==> src/hdl/iep_consts.svh <==
// Functional notes
// Enable bit passes request; resets cleared
// Three-bit level, 111 is level 7
// Level 001 lowest; 001-111 map directly
// Level 000 never presents source pending
// Each level field resets to 100
// Unimplemented bits always read zero
// Group 3: bits 14, 2, 1 only
// Group 4: bits 13, 8, 3, 2, 1
// Group 5: only bit 6
// Level group 0: four fields 14-12 to 2-0
// Level group 1: three fields, low nibble empty
// Level group 2: four fields 14-12 to 2-0
// Bits 15, 11, 7, 3 read zero
// Forward when enabled, nonzero level; ignore unimplemented
`ifndef IEP_CONSTS_SVH
`define IEP_CONSTS_SVH

// ----------------------------------------
// Register byte offsets
// ----------------------------------------
`define IEP_OFS_EN3 8'h00
`define IEP_OFS_EN4 8'h04
`define IEP_OFS_EN5 8'h08
`define IEP_OFS_LV0 8'h0c
`define IEP_OFS_LV1 8'h10
`define IEP_OFS_LV2 8'h14
`define IEP_NUM_REGS 6

// ----------------------------------------
// Implemented bit masks
// ----------------------------------------
`define IEP_MASK_EN3 16'h4006
`define IEP_MASK_EN4 16'h210e
`define IEP_MASK_EN5 16'h0040
`define IEP_MASK_LV0 16'h7777
`define IEP_MASK_LV1 16'h7770
`define IEP_MASK_LV2 16'h7777

// ----------------------------------------
// Reset values
// ----------------------------------------
`define IEP_RST_EN 16'h0000
`define IEP_RST_LV0 16'h4444
`define IEP_RST_LV1 16'h4440
`define IEP_RST_LV2 16'h4444

// ----------------------------------------
// Field positions
// ----------------------------------------
`define IEP_FLD_HI 14
`define IEP_FLD_MH 10
`define IEP_FLD_ML 6
`define IEP_FLD_LO 2
`define IEP_NUM_EN 9
`define IEP_NUM_LV 11

// ----------------------------------------
// Enable bit positions
// ----------------------------------------
`define IEP_BIT_CLK_CAL 14
`define IEP_BIT_I2C_MST 2
`define IEP_BIT_I2C_SLV 1
`define IEP_BIT_CHARGE 13
`define IEP_BIT_LOWV 8
`define IEP_BIT_CRC 3
`define IEP_BIT_UART2_ERR 2
`define IEP_BIT_UART1_ERR 1
`define IEP_BIT_USB 6

`endif

==> src/hdl/iep_pkg.sv <==
package iep_pkg;
    // Register word and level field types
    typedef logic [15:0] iep_word_type;
    typedef logic [2:0] iep_level_type;
endpackage : iep_pkg

==> src/hdl/iep_regs.sv <==
// The APB interface to the registers and the address map were chosen for this implementation.
`timescale 1ns/1ps
`include "iep_consts.svh"

module iep_regs (
    // Clock and reset
    input wire logic pclk,
    input wire logic presetn,
    // APB slave
    input wire logic psel,
    input wire logic penable,
    input wire logic pwrite,
    input wire logic [7:0] paddr,
    input wire logic [31:0] pwdata,
    input wire logic [3:0] pstrb,
    output logic [31:0] prdata,
    output logic pready,
    output logic pslverr,
    // Raw requests of enable-gated sources
    input wire logic [8:0] src_req_in,
    // Raw requests and outer enables of level sources
    input wire logic [10:0] lvl_req_in,
    input wire logic [10:0] lvl_en_in,
    // Gated and pending requests to the arbiter
    output logic [8:0] gated_req,
    output logic [10:0] lvl_pend,
    // Enable bits
    output logic calendar_clock_irq_en,
    output logic second_i2c_master_irq_en,
    output logic second_i2c_slave_irq_en,
    output logic charge_time_unit_irq_en,
    output logic low_voltage_detect_irq_en,
    output logic crc_engine_irq_en,
    output logic second_uart_error_irq_en,
    output logic first_uart_error_irq_en,
    output logic usb_otg_irq_en,
    // Level fields
    output logic [2:0] timer_one_irq_level,
    output logic [2:0] compare_one_irq_level,
    output logic [2:0] capture_one_irq_level,
    output logic [2:0] ext_pin_zero_irq_level,
    output logic [2:0] timer_two_irq_level,
    output logic [2:0] compare_two_irq_level,
    output logic [2:0] capture_two_irq_level,
    output logic [2:0] first_uart_rx_irq_level,
    output logic [2:0] first_spi_event_irq_level,
    output logic [2:0] first_spi_fault_irq_level,
    output logic [2:0] timer_three_irq_level
);

    // ----------------------------------------
    // Per-register tables
    // ----------------------------------------
    localparam iep_pkg::iep_word_type MASK [`IEP_NUM_REGS] = '{
        `IEP_MASK_EN3, `IEP_MASK_EN4, `IEP_MASK_EN5,
        `IEP_MASK_LV0, `IEP_MASK_LV1, `IEP_MASK_LV2};
    localparam iep_pkg::iep_word_type RSTV [`IEP_NUM_REGS] = '{
        `IEP_RST_EN, `IEP_RST_EN, `IEP_RST_EN,
        `IEP_RST_LV0, `IEP_RST_LV1, `IEP_RST_LV2};
    localparam logic [7:0] OFS [`IEP_NUM_REGS] = '{
        `IEP_OFS_EN3, `IEP_OFS_EN4, `IEP_OFS_EN5,
        `IEP_OFS_LV0, `IEP_OFS_LV1, `IEP_OFS_LV2};

    // ----------------------------------------
    // Storage and bus state
    // ----------------------------------------
    iep_pkg::iep_word_type reg_q [`IEP_NUM_REGS]; // Register words
    iep_pkg::iep_word_type reg_d [`IEP_NUM_REGS]; // Next words
    logic pready_q; // Access completes
    logic pslverr_q; // Unmapped access
    logic [31:0] prdata_q; // Read data
    logic [8:0] gated_q; // Gated requests
    logic [10:0] pend_q; // Pending level requests

    // ----------------------------------------
    // Decode
    // ----------------------------------------
    logic [`IEP_NUM_REGS-1:0] hit_w; // One-hot register hit
    logic mapped_w; // Any register hit
    logic access_w; // Access phase, waiting
    logic commit_w; // Transfer ends this edge
    logic wr_w; // Mapped write commits
    logic [15:0] lane_w; // Byte lane mask
    iep_pkg::iep_word_type rd_w; // Selected read word
    logic [8:0] en_w; // Enable bits
    iep_pkg::iep_level_type lvl_w [`IEP_NUM_LV]; // Level fields

    // Access phase before and at completion
    assign access_w = psel && penable && !pready_q;
    assign commit_w = psel && penable && pready_q;
    assign mapped_w = |hit_w;
    assign wr_w = commit_w && pwrite && mapped_w;
    assign lane_w = {{8{pstrb[1]}}, {8{pstrb[0]}}};

    genvar k;
    generate
        for (k = 0; k < `IEP_NUM_REGS; k++)
        begin : g_reg
            // Address match for this word
            assign hit_w[k] = (paddr == OFS[k]);
            // Only implemented, strobed bits take the write
            assign reg_d[k] = (wr_w && hit_w[k])
                ? ((reg_q[k] & ~(lane_w & MASK[k])) |
                   (pwdata[15:0] & lane_w & MASK[k]))
                : reg_q[k]; // see R6

            // Register word, reset to its default
            always_ff @(posedge pclk or negedge presetn)
            begin
                if (!presetn)
                    reg_q[k] <= RSTV[k]; // see R1
                else
                    reg_q[k] <= reg_d[k];
            end

            // Write of a word keeps only implemented bits
            wr_mask_a: assert property (@(posedge pclk) disable iff (!presetn)
                (wr_w && hit_w[k] && pstrb[1:0] == 2'h3) |=>
                reg_q[k] == ($past(pwdata[15:0]) & MASK[k]))
                else $error("register write not masked to implemented bits");

            // Unimplemented bits stay zero
            spare_zero_a: assert property (@(posedge pclk) disable iff (!presetn)
                (reg_q[k] & ~MASK[k]) == 16'h0000) // see R6
                else $error("unimplemented register bit not zero");
        end
    endgenerate

    // Read mux over the one-hot hit
    always_comb
    begin
        rd_w = 16'h0000;
        for (int i = 0; i < `IEP_NUM_REGS; i++)
        begin
            if (hit_w[i])
                rd_w = reg_q[i];
        end
    end

    // ----------------------------------------
    // APB answer, one wait state
    // ----------------------------------------
    always_ff @(posedge pclk or negedge presetn)
    begin
        if (!presetn)
        begin
            pready_q <= 1'b0;
            pslverr_q <= 1'b0;
            prdata_q <= 32'h0000_0000;
        end
        else
        begin
            pready_q <= access_w;
            pslverr_q <= access_w && !mapped_w;
            // Upper half always zero
            prdata_q <= (access_w && !pwrite) ? {16'h0000, rd_w} : 32'h0000_0000;
        end
    end

    // Ready follows the first access cycle
    ready_wait_a: assert property (@(posedge pclk) disable iff (!presetn)
        (psel && penable && !pready_q) |=> pready_q ##1 !pready_q)
        else $error("ready not one cycle after access start");

    // Unmapped address reports an error
    unmapped_err_a: assert property (@(posedge pclk) disable iff (!presetn)
        (access_w && !mapped_w) |=> pslverr_q && pready_q)
        else $error("unmapped access without error");

    // Read data stands only in the ready cycle
    rd_idle_a: assert property (@(posedge pclk) disable iff (!presetn)
        !pready_q |-> prdata_q == 32'h0000_0000)
        else $error("read data outside the answer cycle");

    // Upper half of read data never set
    rd_upper_a: assert property (@(posedge pclk) disable iff (!presetn)
        prdata_q[31:16] == 16'h0000)
        else $error("upper read data not zero");

    // ----------------------------------------
    // Field extraction
    // ----------------------------------------
    // Enable group 3
    assign en_w[0] = reg_q[0][`IEP_BIT_CLK_CAL];
    assign en_w[1] = reg_q[0][`IEP_BIT_I2C_MST];
    assign en_w[2] = reg_q[0][`IEP_BIT_I2C_SLV];
    // Enable group 4
    assign en_w[3] = reg_q[1][`IEP_BIT_CHARGE];
    assign en_w[4] = reg_q[1][`IEP_BIT_LOWV];
    assign en_w[5] = reg_q[1][`IEP_BIT_CRC];
    assign en_w[6] = reg_q[1][`IEP_BIT_UART2_ERR];
    assign en_w[7] = reg_q[1][`IEP_BIT_UART1_ERR];
    // Enable group 5
    assign en_w[8] = reg_q[2][`IEP_BIT_USB];

    // Level group 0
    assign lvl_w[0] = reg_q[3][`IEP_FLD_HI -: 3];
    assign lvl_w[1] = reg_q[3][`IEP_FLD_MH -: 3];
    assign lvl_w[2] = reg_q[3][`IEP_FLD_ML -: 3];
    assign lvl_w[3] = reg_q[3][`IEP_FLD_LO -: 3];
    // Level group 1, low nibble empty
    assign lvl_w[4] = reg_q[4][`IEP_FLD_HI -: 3];
    assign lvl_w[5] = reg_q[4][`IEP_FLD_MH -: 3];
    assign lvl_w[6] = reg_q[4][`IEP_FLD_ML -: 3];
    // Level group 2
    assign lvl_w[7] = reg_q[5][`IEP_FLD_HI -: 3];
    assign lvl_w[8] = reg_q[5][`IEP_FLD_MH -: 3];
    assign lvl_w[9] = reg_q[5][`IEP_FLD_ML -: 3];
    assign lvl_w[10] = reg_q[5][`IEP_FLD_LO -: 3];

    // ----------------------------------------
    // Request gating
    // ----------------------------------------
    always_ff @(posedge pclk or negedge presetn)
    begin
        if (!presetn)
            gated_q <= 9'h000;
        else
            gated_q <= src_req_in & en_w;
    end

    generate
        for (k = 0; k < `IEP_NUM_LV; k++)
        begin : g_lvl
            // Pending needs outer enable and a nonzero level
            always_ff @(posedge pclk or negedge presetn)
            begin
                if (!presetn)
                    pend_q[k] <= 1'b0;
                else
                    pend_q[k] <= lvl_req_in[k] && lvl_en_in[k] &&
                        (lvl_w[k] != 3'h0); // see R2 see R3 see R4
            end

            // Level zero never shows pending
            off_level_a: assert property (@(posedge pclk) disable iff (!presetn)
                pend_q[k] |-> $past(lvl_w[k]) != 3'h0)
                else $error("source pending with level zero");

            // Any level 1 to 7 passes an enabled request
            live_level_a: assert property (@(posedge pclk) disable iff (!presetn)
                (lvl_req_in[k] && lvl_en_in[k] && lvl_w[k] inside {[3'h1:3'h7]})
                |=> pend_q[k]) // see R2
                else $error("enabled nonzero level not pending");

            // Pending needs the request and its outer enable
            pend_gate_a: assert property (@(posedge pclk) disable iff (!presetn)
                pend_q[k] |-> $past(lvl_req_in[k] && lvl_en_in[k]))
                else $error("source pending without request and enable");
        end
    endgenerate

    // All enables cleared block every request
    en_block_a: assert property (@(posedge pclk) disable iff (!presetn)
        (en_w == 9'h000) |=> (gated_q == 9'h000))
        else $error("request passed with enable cleared");

    // Each cleared enable bit blocks its own request
    gate_bit_a: assert property (@(posedge pclk) disable iff (!presetn)
        (gated_q & ~$past(en_w)) == 9'h000)
        else $error("request passed its cleared enable bit");

    // Levels sit at 100 right after reset
    rst_level_a: assert property (@(posedge pclk)
        $rose(presetn) |-> (reg_q[3] == `IEP_RST_LV0 && reg_q[4] == `IEP_RST_LV1 &&
        reg_q[5] == `IEP_RST_LV2 && en_w == 9'h000)) // see R5
        else $error("reset values wrong");

    // Timer one field takes bits 14-12
    t1_field_a: assert property (@(posedge pclk) disable iff (!presetn)
        (wr_w && hit_w[3] && pstrb[1]) |=>
        timer_one_irq_level == $past(pwdata[14:12])) // see R10
        else $error("timer one level field misplaced");

    // Group 5 enable follows bit 6
    usb_bit_a: assert property (@(posedge pclk) disable iff (!presetn)
        (wr_w && hit_w[2] && pstrb[0]) |=> usb_otg_irq_en == $past(pwdata[6]))
        else $error("usb enable not at bit 6");

    // ----------------------------------------
    // Outputs, all from flip-flops
    // ----------------------------------------
    assign prdata = prdata_q;
    assign pready = pready_q;
    assign pslverr = pslverr_q;
    assign gated_req = gated_q;
    assign lvl_pend = pend_q;
    assign calendar_clock_irq_en = en_w[0];
    assign second_i2c_master_irq_en = en_w[1];
    assign second_i2c_slave_irq_en = en_w[2];
    assign charge_time_unit_irq_en = en_w[3];
    assign low_voltage_detect_irq_en = en_w[4];
    assign crc_engine_irq_en = en_w[5];
    assign second_uart_error_irq_en = en_w[6];
    assign first_uart_error_irq_en = en_w[7];
    assign usb_otg_irq_en = en_w[8];
    assign timer_one_irq_level = lvl_w[0];
    assign compare_one_irq_level = lvl_w[1];
    assign capture_one_irq_level = lvl_w[2];
    assign ext_pin_zero_irq_level = lvl_w[3];
    assign timer_two_irq_level = lvl_w[4];
    assign compare_two_irq_level = lvl_w[5];
    assign capture_two_irq_level = lvl_w[6];
    assign first_uart_rx_irq_level = lvl_w[7];
    assign first_spi_event_irq_level = lvl_w[8];
    assign first_spi_fault_irq_level = lvl_w[9];
    assign timer_three_irq_level = lvl_w[10];

endmodule : iep_regs

==> config.mk <==
export PLATFORM = sky130hd
export DESIGN_NAME = iep_regs
export DESIGN_NICKNAME = d
export VERILOG_FILES = /design/src/hdl/iep_pkg.sv /design/src/hdl/iep_regs.sv
export VERILOG_INCLUDE_DIRS = /design/src /design/src/hdl
export SDC_FILE = /design/constraint.sdc
export NUM_CORES = 1
export LEC_CHECK = 0
export CORE_MARGIN = 2
export CORE_UTILIZATION = 56
export CTS_CLUSTER_DIAMETER = 120
export DETAILED_ROUTE_END_ITERATION = 10
export DONT_BUFFER_PORTS = 1
export HOLD_SLACK_MARGIN = 0.12
export PLACE_DENSITY_LB_ADDON = 0.3
export SLEW_MARGIN = 20
export SYNTH_ARGS = -nofsm -noshare
export SYNTH_HDL_FRONTEND = slang
export SYNTH_SLANG_ARGS = --single-unit
==> constraint.sdc <==
create_clock -name pclk -period 2 [get_ports pclk]
set_clock_uncertainty 0.1 [all_clocks]
set_input_delay 0.3 -clock pclk [delete_from_list [all_inputs] [get_ports pclk]]
set_output_delay 0.3 -clock pclk [all_outputs]
set_load 0.01 [all_outputs]
==> results of run 1 <==
## worst paths after layout
path | to | slack (ps) | depth (start not counted)
max reg2reg | prdata[5] | 130 | 4
max in group asynchronous | async pin | 2040 | 0
min | async pin | -460 | 0
max | prdata[5] | 130 | 4
min in group pclk | prdata[8] | 140 | 2
min reg2reg | gated_req[6] | 510 | 1
## cell usage after synthesis, types with 2 or more instances
| master | count | area share (%) |
|---|---|---|
| nor2_1 | 6 | 0.68 |
| buf_4 | 19 | 4.3 |
| a21oi_1 | 9 | 1.4 |
| a211oi_1 | 6 | 1.4 |
| nor3_1 | 4 | 0.60 |
| dfrtp_1 | 66 | 50 |
| nand2_1 | 9 | 1.0 |
| buf_2 | 2 | 0.30 |
| mux2i_1 | 6 | 1.8 |
| o21ai_0 | 7 | 1.1 |
| nand3_4 | 2 | 1.1 |
| mux2_2 | 43 | 15 |
| nor2b_1 | 2 | 0.38 |
| inv_1 | 3 | 0.34 |
| o311a_1 | 11 | 3.3 |
| a32oi_1 | 2 | 0.53 |
| o21a_1 | 3 | 0.68 |
| clkbuf_1 | 4 | 0.45 |
| dfstp_2 | 11 | 8.7 |
| and3_1 | 4 | 0.75 |
| and2_1 | 12 | 2.3 |
| nand3_1 | 4 | 0.60 |
## critical path: stages (launching register included)
cell and delay, ps:
dfrtp_1 370, or4bb_1 560, or3_4 480, a21oi_1 160, o21a_1 140
## layer usage
metal  part of all wire, %  GRT usage (%)  vias to the layer above
met5                     0              0                        -
met4                   1.9           9.83                        0
met3                   7.6           7.56                       14
met2                    50           41.7                      108
met1                    41           34.1                     1165
li1                      -              -                     1011
## cell families after synthesis
logic type,count (synthesis)
flops,77
simple gates,55
mux,49
compound gates,40
buf+inv,30
other cells,1
## layout make-up
| class | instances | area [um^2] | share of cell area [%] |
|---|---|---|---|
| Sequential cell | 77 | 1940 | 46.8 |
| Multi-Input combinational cell | 163 | 1270 | 30.7 |
| Timing Repair Buffer | 64 | 606 | 14.6 |
| Clock buffer | 12 | 155 | 3.74 |
| Tap cell | 75 | 93.8 | 2.26 |
| Clock inverter | 4 | 70.1 | 1.69 |
| Inverter | 3 | 11.3 | 0.271 |
## stage by stage
stage	hold slack (ps)	instance area (um^2)	worst slack (ps)	util [%]
6_report	-457	4150	129	71.3
5_1_grt	-484	4150	59.7	71.3
4_1_cts	-472	4140	131	71.2
3_5_place_dp	-93.9	3410	-101	58.7
3_3_place_gp	-94.0	3410	-78.5	58.7
2_1_floorplan	-95.6	3400	-44.4	-
## power by group through the flow
stage	Clock [mW]	Combinational (mW)	Sequential, mW
2_1_floorplan	0	0.0838	1.60
3_3_place_gp	0	0.0579	1.60
3_5_place_dp	0	0.0587	1.60
4_1_cts	1.33	0.129	1.57
5_1_grt	1.41	0.146	1.57
6_report	1.31	0.135	1.57
## what timing repair did
action / CTS / global route
resized for setup: 2 / 0
hold endpoints to repair: 149 / 78
setup endpoints to repair: 6 / 0
hold buffers: 49 / 1
==> flow_summary_export.csv, run 1 <==
group,metric,value,unit
run_status,outcome,"finished with violations",
run_status,violations,"negative hold slack",
placement,dp.cells,332,
timing,finalSetupViolations,0,
detailed_routing,vias,2298,
power,pwr-share-comb,4.5,%
timing,drv_slew,0,
synthesis,ys.flop_type,"dfrtp_1",
floorplan,rows,28,
grt,grt_max_degree,78,
synthesis,synth_edf_count,0,
timing,fin_crit,1870,ps
cts,cts_buffers,9,
synthesis,synthMuxAreaShare,16.4,%
cells_and_area,fin_cells,398,
power,swShare,20.2,%
critical_path,cp.arrival,2060,ps
floorplan,io_pins,176,
power,leakagePower,2.09,nW
grt,grt_pass1_vias,2269,
critical_path,crit_type,"flop to flop",
power,power_density,726,nW/um^2
synthesis,synth_simple_gate_area_share,10.5,%
cts,clock_sinks,77,
critical_path,path_max_fanout,10,
timing,hold_viol_final,77,
synthesis,yosys_warnings,0,
power,total_power,3.01,mW
synthesis,synth_top_family_by_area,"multiplexers",
synthesis,synth-seq-area-share,58.5,%
floorplan,die_w,80.9,um
synthesis,ys_ff_latch,77,
floorplan,core,5820,um^2
cts,path_clk_slew,80,ps
timing,layout_worst_path_cycle_share,93.5,%
timing,tns,0,ps
critical_path,crit_required,2190,ps
cells_and_area,syn_to_final_growth,25.1,%
power,max-vdd-ir-drop,0.000620,V
flow_run,cap_violations,0,
hold_path,hold_path_class,"primary input to async pin",
cells_and_area,layout_commonest_cell,"dfrtp_1",
power,internal_power,2.40,mW
critical_path,cp-start-kind,"flop",
power,power.share.clock,43.5,%
synthesis,syn_area_per_cell,13.2,um^2
synthesis,synth_xor_xnor_area_share,0,%
critical_path,r2r_start,"pready",
synthesis,syn_inst,252,
placement,numPortBuffers,0,
placement,hpwl,5050,um
synthesis,ys_types,39,
detailed_routing,vias_per_cell,5.77,
detailed_routing,drt_iter0_drc,156,
cells_and_area,nNetsFinal,398,
cts,cts_setup_buffers,0,
cts,root_buffer,"clkbuf_8",
synthesis,synth_fa_ha_area_share,0,%
timing,max_freq,535,MHz
detailed_routing,wl_per_cell,20.5,um
cells_and_area,layout_common_cells,"dfrtp_1, dlygate4sd3_1, mux2_2, conb_1, buf_4",
detailed_routing,route.detailed.drc,0,
cells_and_area,drive_gt1_share,28.2,%
timing,whs,-457,ps
power,seq_power_share,52.0,%
cells_and_area,fill_cells,425,
cts,worstSkewPairLatency,350,ps
floorplan,die_area,6550,um^2
cts,cts_buffer_depth,2,
floorplan,die_y,80.9,um
synthesis,synthArstFlopShare,100,%
detailed_routing,drt_first_pass_iters,4,
critical_path,crit_path_end_kind,"flop",
cts,htreeDepth,3,
placement,gp_congestion,0.759,
timing,rsz0062_at_grt,"no",
synthesis,synth_compound_area_share,8.79,%
detailed_routing,ant_nets,0,
grt,grt_pass1_wl,12400,um
grt,track_usage,26.1,%
floorplan,start_util,57.0,%
critical_path,startpoint,"pready",
power,switching_power,608,uW
detailed_routing,drt_wl_total,8170,um
synthesis,synth_area,3320,um^2
cts,cts_tree,"done",
grt,grt_antenna_before_repair,0,
grt,grt_overflow_total,0,
cells_and_area,antenna_cells,0,
No activity file was read; power rests on OpenSTA's default activity.
==> run 2, diff against run 1 <==
--- a/config.mk
+++ b/config.mk
@@ -7,7 +7,7 @@
 export NUM_CORES = 1
 export LEC_CHECK = 0
 export CORE_MARGIN = 2
-export CORE_UTILIZATION = 56
+export CORE_UTILIZATION = 51
 export CTS_CLUSTER_DIAMETER = 120
 export DETAILED_ROUTE_END_ITERATION = 10
 export DONT_BUFFER_PORTS = 1
==> flow_summary_export.csv, run 2 (synthesis gave the netlist of run 1 again) <==
group,metric,value,unit
timing,tns,0,ps
cells_and_area,nNetsFinal,398,
critical_path,r2r_start,"pready",
cells_and_area,area.sequential,1940,um^2
cells_and_area,fill_cells,472,
grt,grt_pass1_wl,12400,um
placement,numPortBuffers,0,
detailed_routing,drt_wl_total,7880,um
critical_path,startpoint,"pready",
cells_and_area,stdcell_area,4120,um^2
grt,busiest_layer,"met2",
detailed_routing,drt_iter0_drc,103,
critical_path,cp.arrival,2040,ps
grt,grt_pass1_vias,2358,
grt,grt_antenna_before_repair,0,
cts,cts_tree,"done",
cts,path_clk_slew,80,ps
cells_and_area,drive_gt1_share,28.2,%
cts,clock_sinks,77,
cts,cts_hold_buf,49,
grt,track_usage,22.6,%
critical_path,r2r_setup_slack,100,ps
flow_run,cap_violations,0,
critical_path,worstReg2RegEnd,"prdata[13]",
detailed_routing,vias,2308,
detailed_routing,vias_per_cell,5.77,
timing,setup_ws,102,ps
timing,finalSetupViolations,0,
floorplan,die_y,84.6,um
cells_and_area,layout_commonest_cell,"dfrtp_1",
timing,max_freq,527,MHz
floorplan,core,6310,um^2
cells_and_area,antenna_cells,0,
placement,gp_congestion,0.725,
cells_and_area,layout_common_cells,"dfrtp_1, dlygate4sd3_1, mux2_2, conb_1, buf_4",
critical_path,critPathCapture,"prdata[13]",
grt,grt_overflow_total,0,
grt,groute.layer.met1.usage,29.3,%
placement,dp.cells,335,
critical_path,crit_required,2150,ps
critical_path,path_max_fanout,10,
detailed_routing,ant_nets,0,
cts,cts_buffers,9,
timing,rsz0062_at_grt,"no",
floorplan,die_area,7160,um^2
placement,placed_area,3420,um^2
floorplan,die_w,84.6,um
run_status,violations,"negative hold slack",
cts,worstSkewPairLatency,360,ps
placement,post-place-ws,-132,ps
timing,drv_slew,0,
grt,grt_max_degree,78,
detailed_routing,route.detailed.drc,0,
cells_and_area,syn_to_final_growth,24.3,%
critical_path,crit_type,"flop to flop",
detailed_routing,drt_first_pass_iters,4,
power,power_density,701,nW/um^2
cts,root_buffer,"clkbuf_8",
power,leakagePower,2.07,nW
grt,use_met3,7.18,%
timing,whs,-471,ps
timing,hold_viol_final,77,
critical_path,cp-start-kind,"flop",
timing,fin_crit,1900,ps
hold_path,hold_path_class,"primary input to async pin",
cells_and_area,fin_cells,400,
floorplan,io_pins,176,
critical_path,worstRegToRegCells,3,
critical_path,crit_path_end_kind,"flop",
power,max-vdd-ir-drop,0.000608,V
timing,layout_worst_path_cycle_share,94.9,%
run_status,outcome,"finished with violations",
cts,cts_buffer_depth,2,
floorplan,rows,29,
cells_and_area,finish.utilization,65.3,%
placement,hpwl,5080,um
cells_and_area,multi_input_area,1270,um^2
power,total_power,2.89,mW
floorplan,start_util,52.5,%
grt,use_met2,34.8,%
cts,htreeDepth,3,
detailed_routing,wl_per_cell,19.7,um
[run 2: critical path, cell delays in order, from the launching register on]
cell and delay, ps:
dfrtp_1 370, or4bb_1 550, or3_4 480, a211oi_1 280
[run 2: layout make-up]
class | instances | area share (%)
flip-flops and latches | 77 | 47.1
multi-input cells | 163 | 30.8
repair buffers | 64 | 14.6
clock buffers | 11 | 3.43
well taps | 77 | 2.34
clock inverters | 5 | 1.46
inverters | 3 | 0.273
[run 2: how the worst min path moves through the flow]
stage                end  cells after the start
2_1_floorplan  async pin                      0
3_3_place_gp   async pin                      0
3_5_place_dp   async pin                      0
4_1_cts        async pin                      0
5_1_grt        async pin                      0
6_report       async pin                      0
[run 2: power by group]
| part | switching [mW] | internal [mW] | leakage, nW |
|---|---|---|---|
| clock network | 0.573 | 0.613 | 0.0995 |
| logic | 0.0616 | 0.0726 | 0.939 |
| registers | 0.00502 | 1.56 | 1.03 |
| total | 0.640 | 2.25 | 2.07 |
[run 2: metal layers]
| metal | share of wire (%) | up-vias |
|---|---|---|
| met5 | 0 | - |
| met4 | 2.0 | 0 |
| met3 | 8.5 | 13 |
| met2 | 48 | 116 |
| met1 | 42 | 1170 |
| li1 | - | 1009 |
[run 2: what timing repair did]
action / 4_1_cts / 5_1_grt
endpoints found under the hold margin: 148 / 77
setup endpoints to repair: 4 / 0
gates resized for setup: 1 / 0
setup buffers: 0 / 0
==> run 3, diff against run 2 <==
--- a/config.mk
+++ b/config.mk
@@ -6,7 +6,7 @@
 export SDC_FILE = /design/constraint.sdc
 export NUM_CORES = 1
 export LEC_CHECK = 0
-export CORE_MARGIN = 2
+export CORE_MARGIN = 3
 export CORE_UTILIZATION = 51
 export CTS_CLUSTER_DIAMETER = 120
 export DETAILED_ROUTE_END_ITERATION = 10
==> flow_summary_export.csv, run 3 (synthesis gave the netlist of run 1 again) <==
group,metric,value,unit
cts,path_clk_slew,80,ps
floorplan,rows,28,
floorplan,die_w,86.6,um
grt,grt_antenna_before_repair,0,
timing,layout_worst_path_cycle_share,92.7,%
cells_and_area,drive_gt1_share,27.6,%
cts,clock_sinks,77,
grt,grt_pass1_vias,2360,
timing,max_freq,539,MHz
critical_path,crit_type,"flop to flop",
cells_and_area,syn_to_final_growth,24.8,%
timing,setup_ws,145,ps
hold_path,hold_path_class,"primary input to async pin",
cells_and_area,fin_cells,398,
cts,root_buffer,"clkbuf_8",
detailed_routing,vias,2305,
placement,gp_congestion,0.729,
detailed_routing,drt_iter0_drc,138,
power,swShare,20.3,%
cells_and_area,fill_cells,459,
cells_and_area,nNetsFinal,398,
timing,whs,-456,ps
grt,grt_overflow_total,0,
cells_and_area,layout_commonest_cell,"dfrtp_1",
flow_run,cap_violations,0,
floorplan,die_area,7500,um^2
placement,post-place-ws,-160,ps
cts,htreeDepth,3,
power,seq_power_share,52.7,%
grt,grt_max_degree,78,
cts,cts_tree,"done",
run_status,violations,"negative hold slack",
critical_path,cp.arrival,1990,ps
floorplan,core,6100,um^2
run_status,outcome,"finished with violations",
floorplan,io_pins,176,
floorplan,die_y,86.6,um
critical_path,crit_required,2130,ps
timing,tns,0,ps
timing,rsz0062_at_grt,"no",
detailed_routing,ant_nets,0,
grt,grt_pass1_wl,12600,um
cts,cts_buffers,9,
cells_and_area,antenna_cells,0,
floorplan,start_util,54.4,%
detailed_routing,drt_first_pass_iters,4,
critical_path,r2r_setup_slack,150,ps
placement,numPortBuffers,0,
timing,hold_viol_final,77,
cells_and_area,layout_common_cells,"dfrtp_1, dlygate4sd3_1, mux2_2, conb_1, buf_4",
grt,track_usage,22.5,%
placement,hpwl,5410,um
critical_path,worstRegToRegCells,6,
power,switching_power,604,uW
critical_path,path_max_fanout,6,
cts,worstSkewPairLatency,340,ps
power,pwr-share-comb,4.6,%
critical_path,crit_path_end_kind,"flop",
detailed_routing,drt_wl_total,8170,um
power,total_power,2.98,mW
power,power_density,719,nW/um^2
critical_path,cp-start-kind,"flop",
detailed_routing,vias_per_cell,5.79,
detailed_routing,route.detailed.drc,0,
timing,fin_crit,1850,ps
power,leakagePower,2.08,nW
detailed_routing,wl_per_cell,20.5,um
critical_path,startpoint,"pready",
critical_path,r2r_start,"pready",
timing,drv_slew,0,
cts,cts_setup_buffers,0,
cts,cts_buffer_depth,2,
placement,dp.cells,332,
power,power.share.clock,42.8,%
power,internal_power,2.37,mW
power,max-vdd-ir-drop,0.000493,V
timing,finalSetupViolations,0,
==> run 3: metal layers <==
layer	vias to the layer above	share of wire (%)	global-route usage [%]
li1	1014	-	-
met1	1174	40	28.6
met2	109	51	36.1
met3	8	8.3	8.56
met4	0	0.91	6.66
met5	-	0	0
==> run 3: cell type report <==
cell class / count / area [um^2] / area share [%]
flip-flops and latches: 77 / 1940 / 46.9
multi-input cells: 163 / 1270 / 30.6
repair buffers: 64 / 606 / 14.6
clock buffers: 12 / 145 / 3.51
well taps: 75 / 93.8 / 2.27
clock inverters: 4 / 72.6 / 1.75
inverters: 3 / 11.3 / 0.272
==> run 3: metrics by stage <==
step                hold WS (ps)  cell area, um^2  utilization [%]
global route                -490             4140             67.9
detailed placement         -93.0             3410             56.0
CTS                         -474             4130             67.7
floorplan                  -95.6             3400                -
finish                      -456             4140             67.9
global placement           -93.8             3410             56.0
==> run 3: worst min-delay path by stage <==
stage | slack (ps) | end | cells past startpoint
floorplan | -100 | async pin | 0
global placement | -90 | async pin | 0
detailed placement | -90 | lvl_pend[5] | 0
CTS | -470 | lvl_pend[5] | 0
global route | -490 | lvl_pend[8] | 0
finish | -460 | lvl_pend[5] | 0
==> run 3: what timing repair did <==
action | in CTS | in global routing
resized for setup | 1 | 0
setup endpoints to repair | 2 | 0
hold buffers | 49 | 1
hold endpoints to repair | 148 | 80
==> run 3: worst max-delay path, stage by stage (launching register included) <==
cell and delay, ps:
dfrtp_1 350, buf_4 130, and4_1 220, and2_1 260, and3_1 190, buf_4 160
mux2_2 340
==> run 3: power by group through the flow <==
stage	Combinational (mW)	Clock [mW]	Sequential (mW)
3_5_place_dp	0.0595	0	1.60
4_1_cts	0.131	1.30	1.57
5_1_grt	0.148	1.37	1.57
2_1_floorplan	0.0838	0	1.60
6_report	0.136	1.27	1.57
3_3_place_gp	0.0585	0	1.60
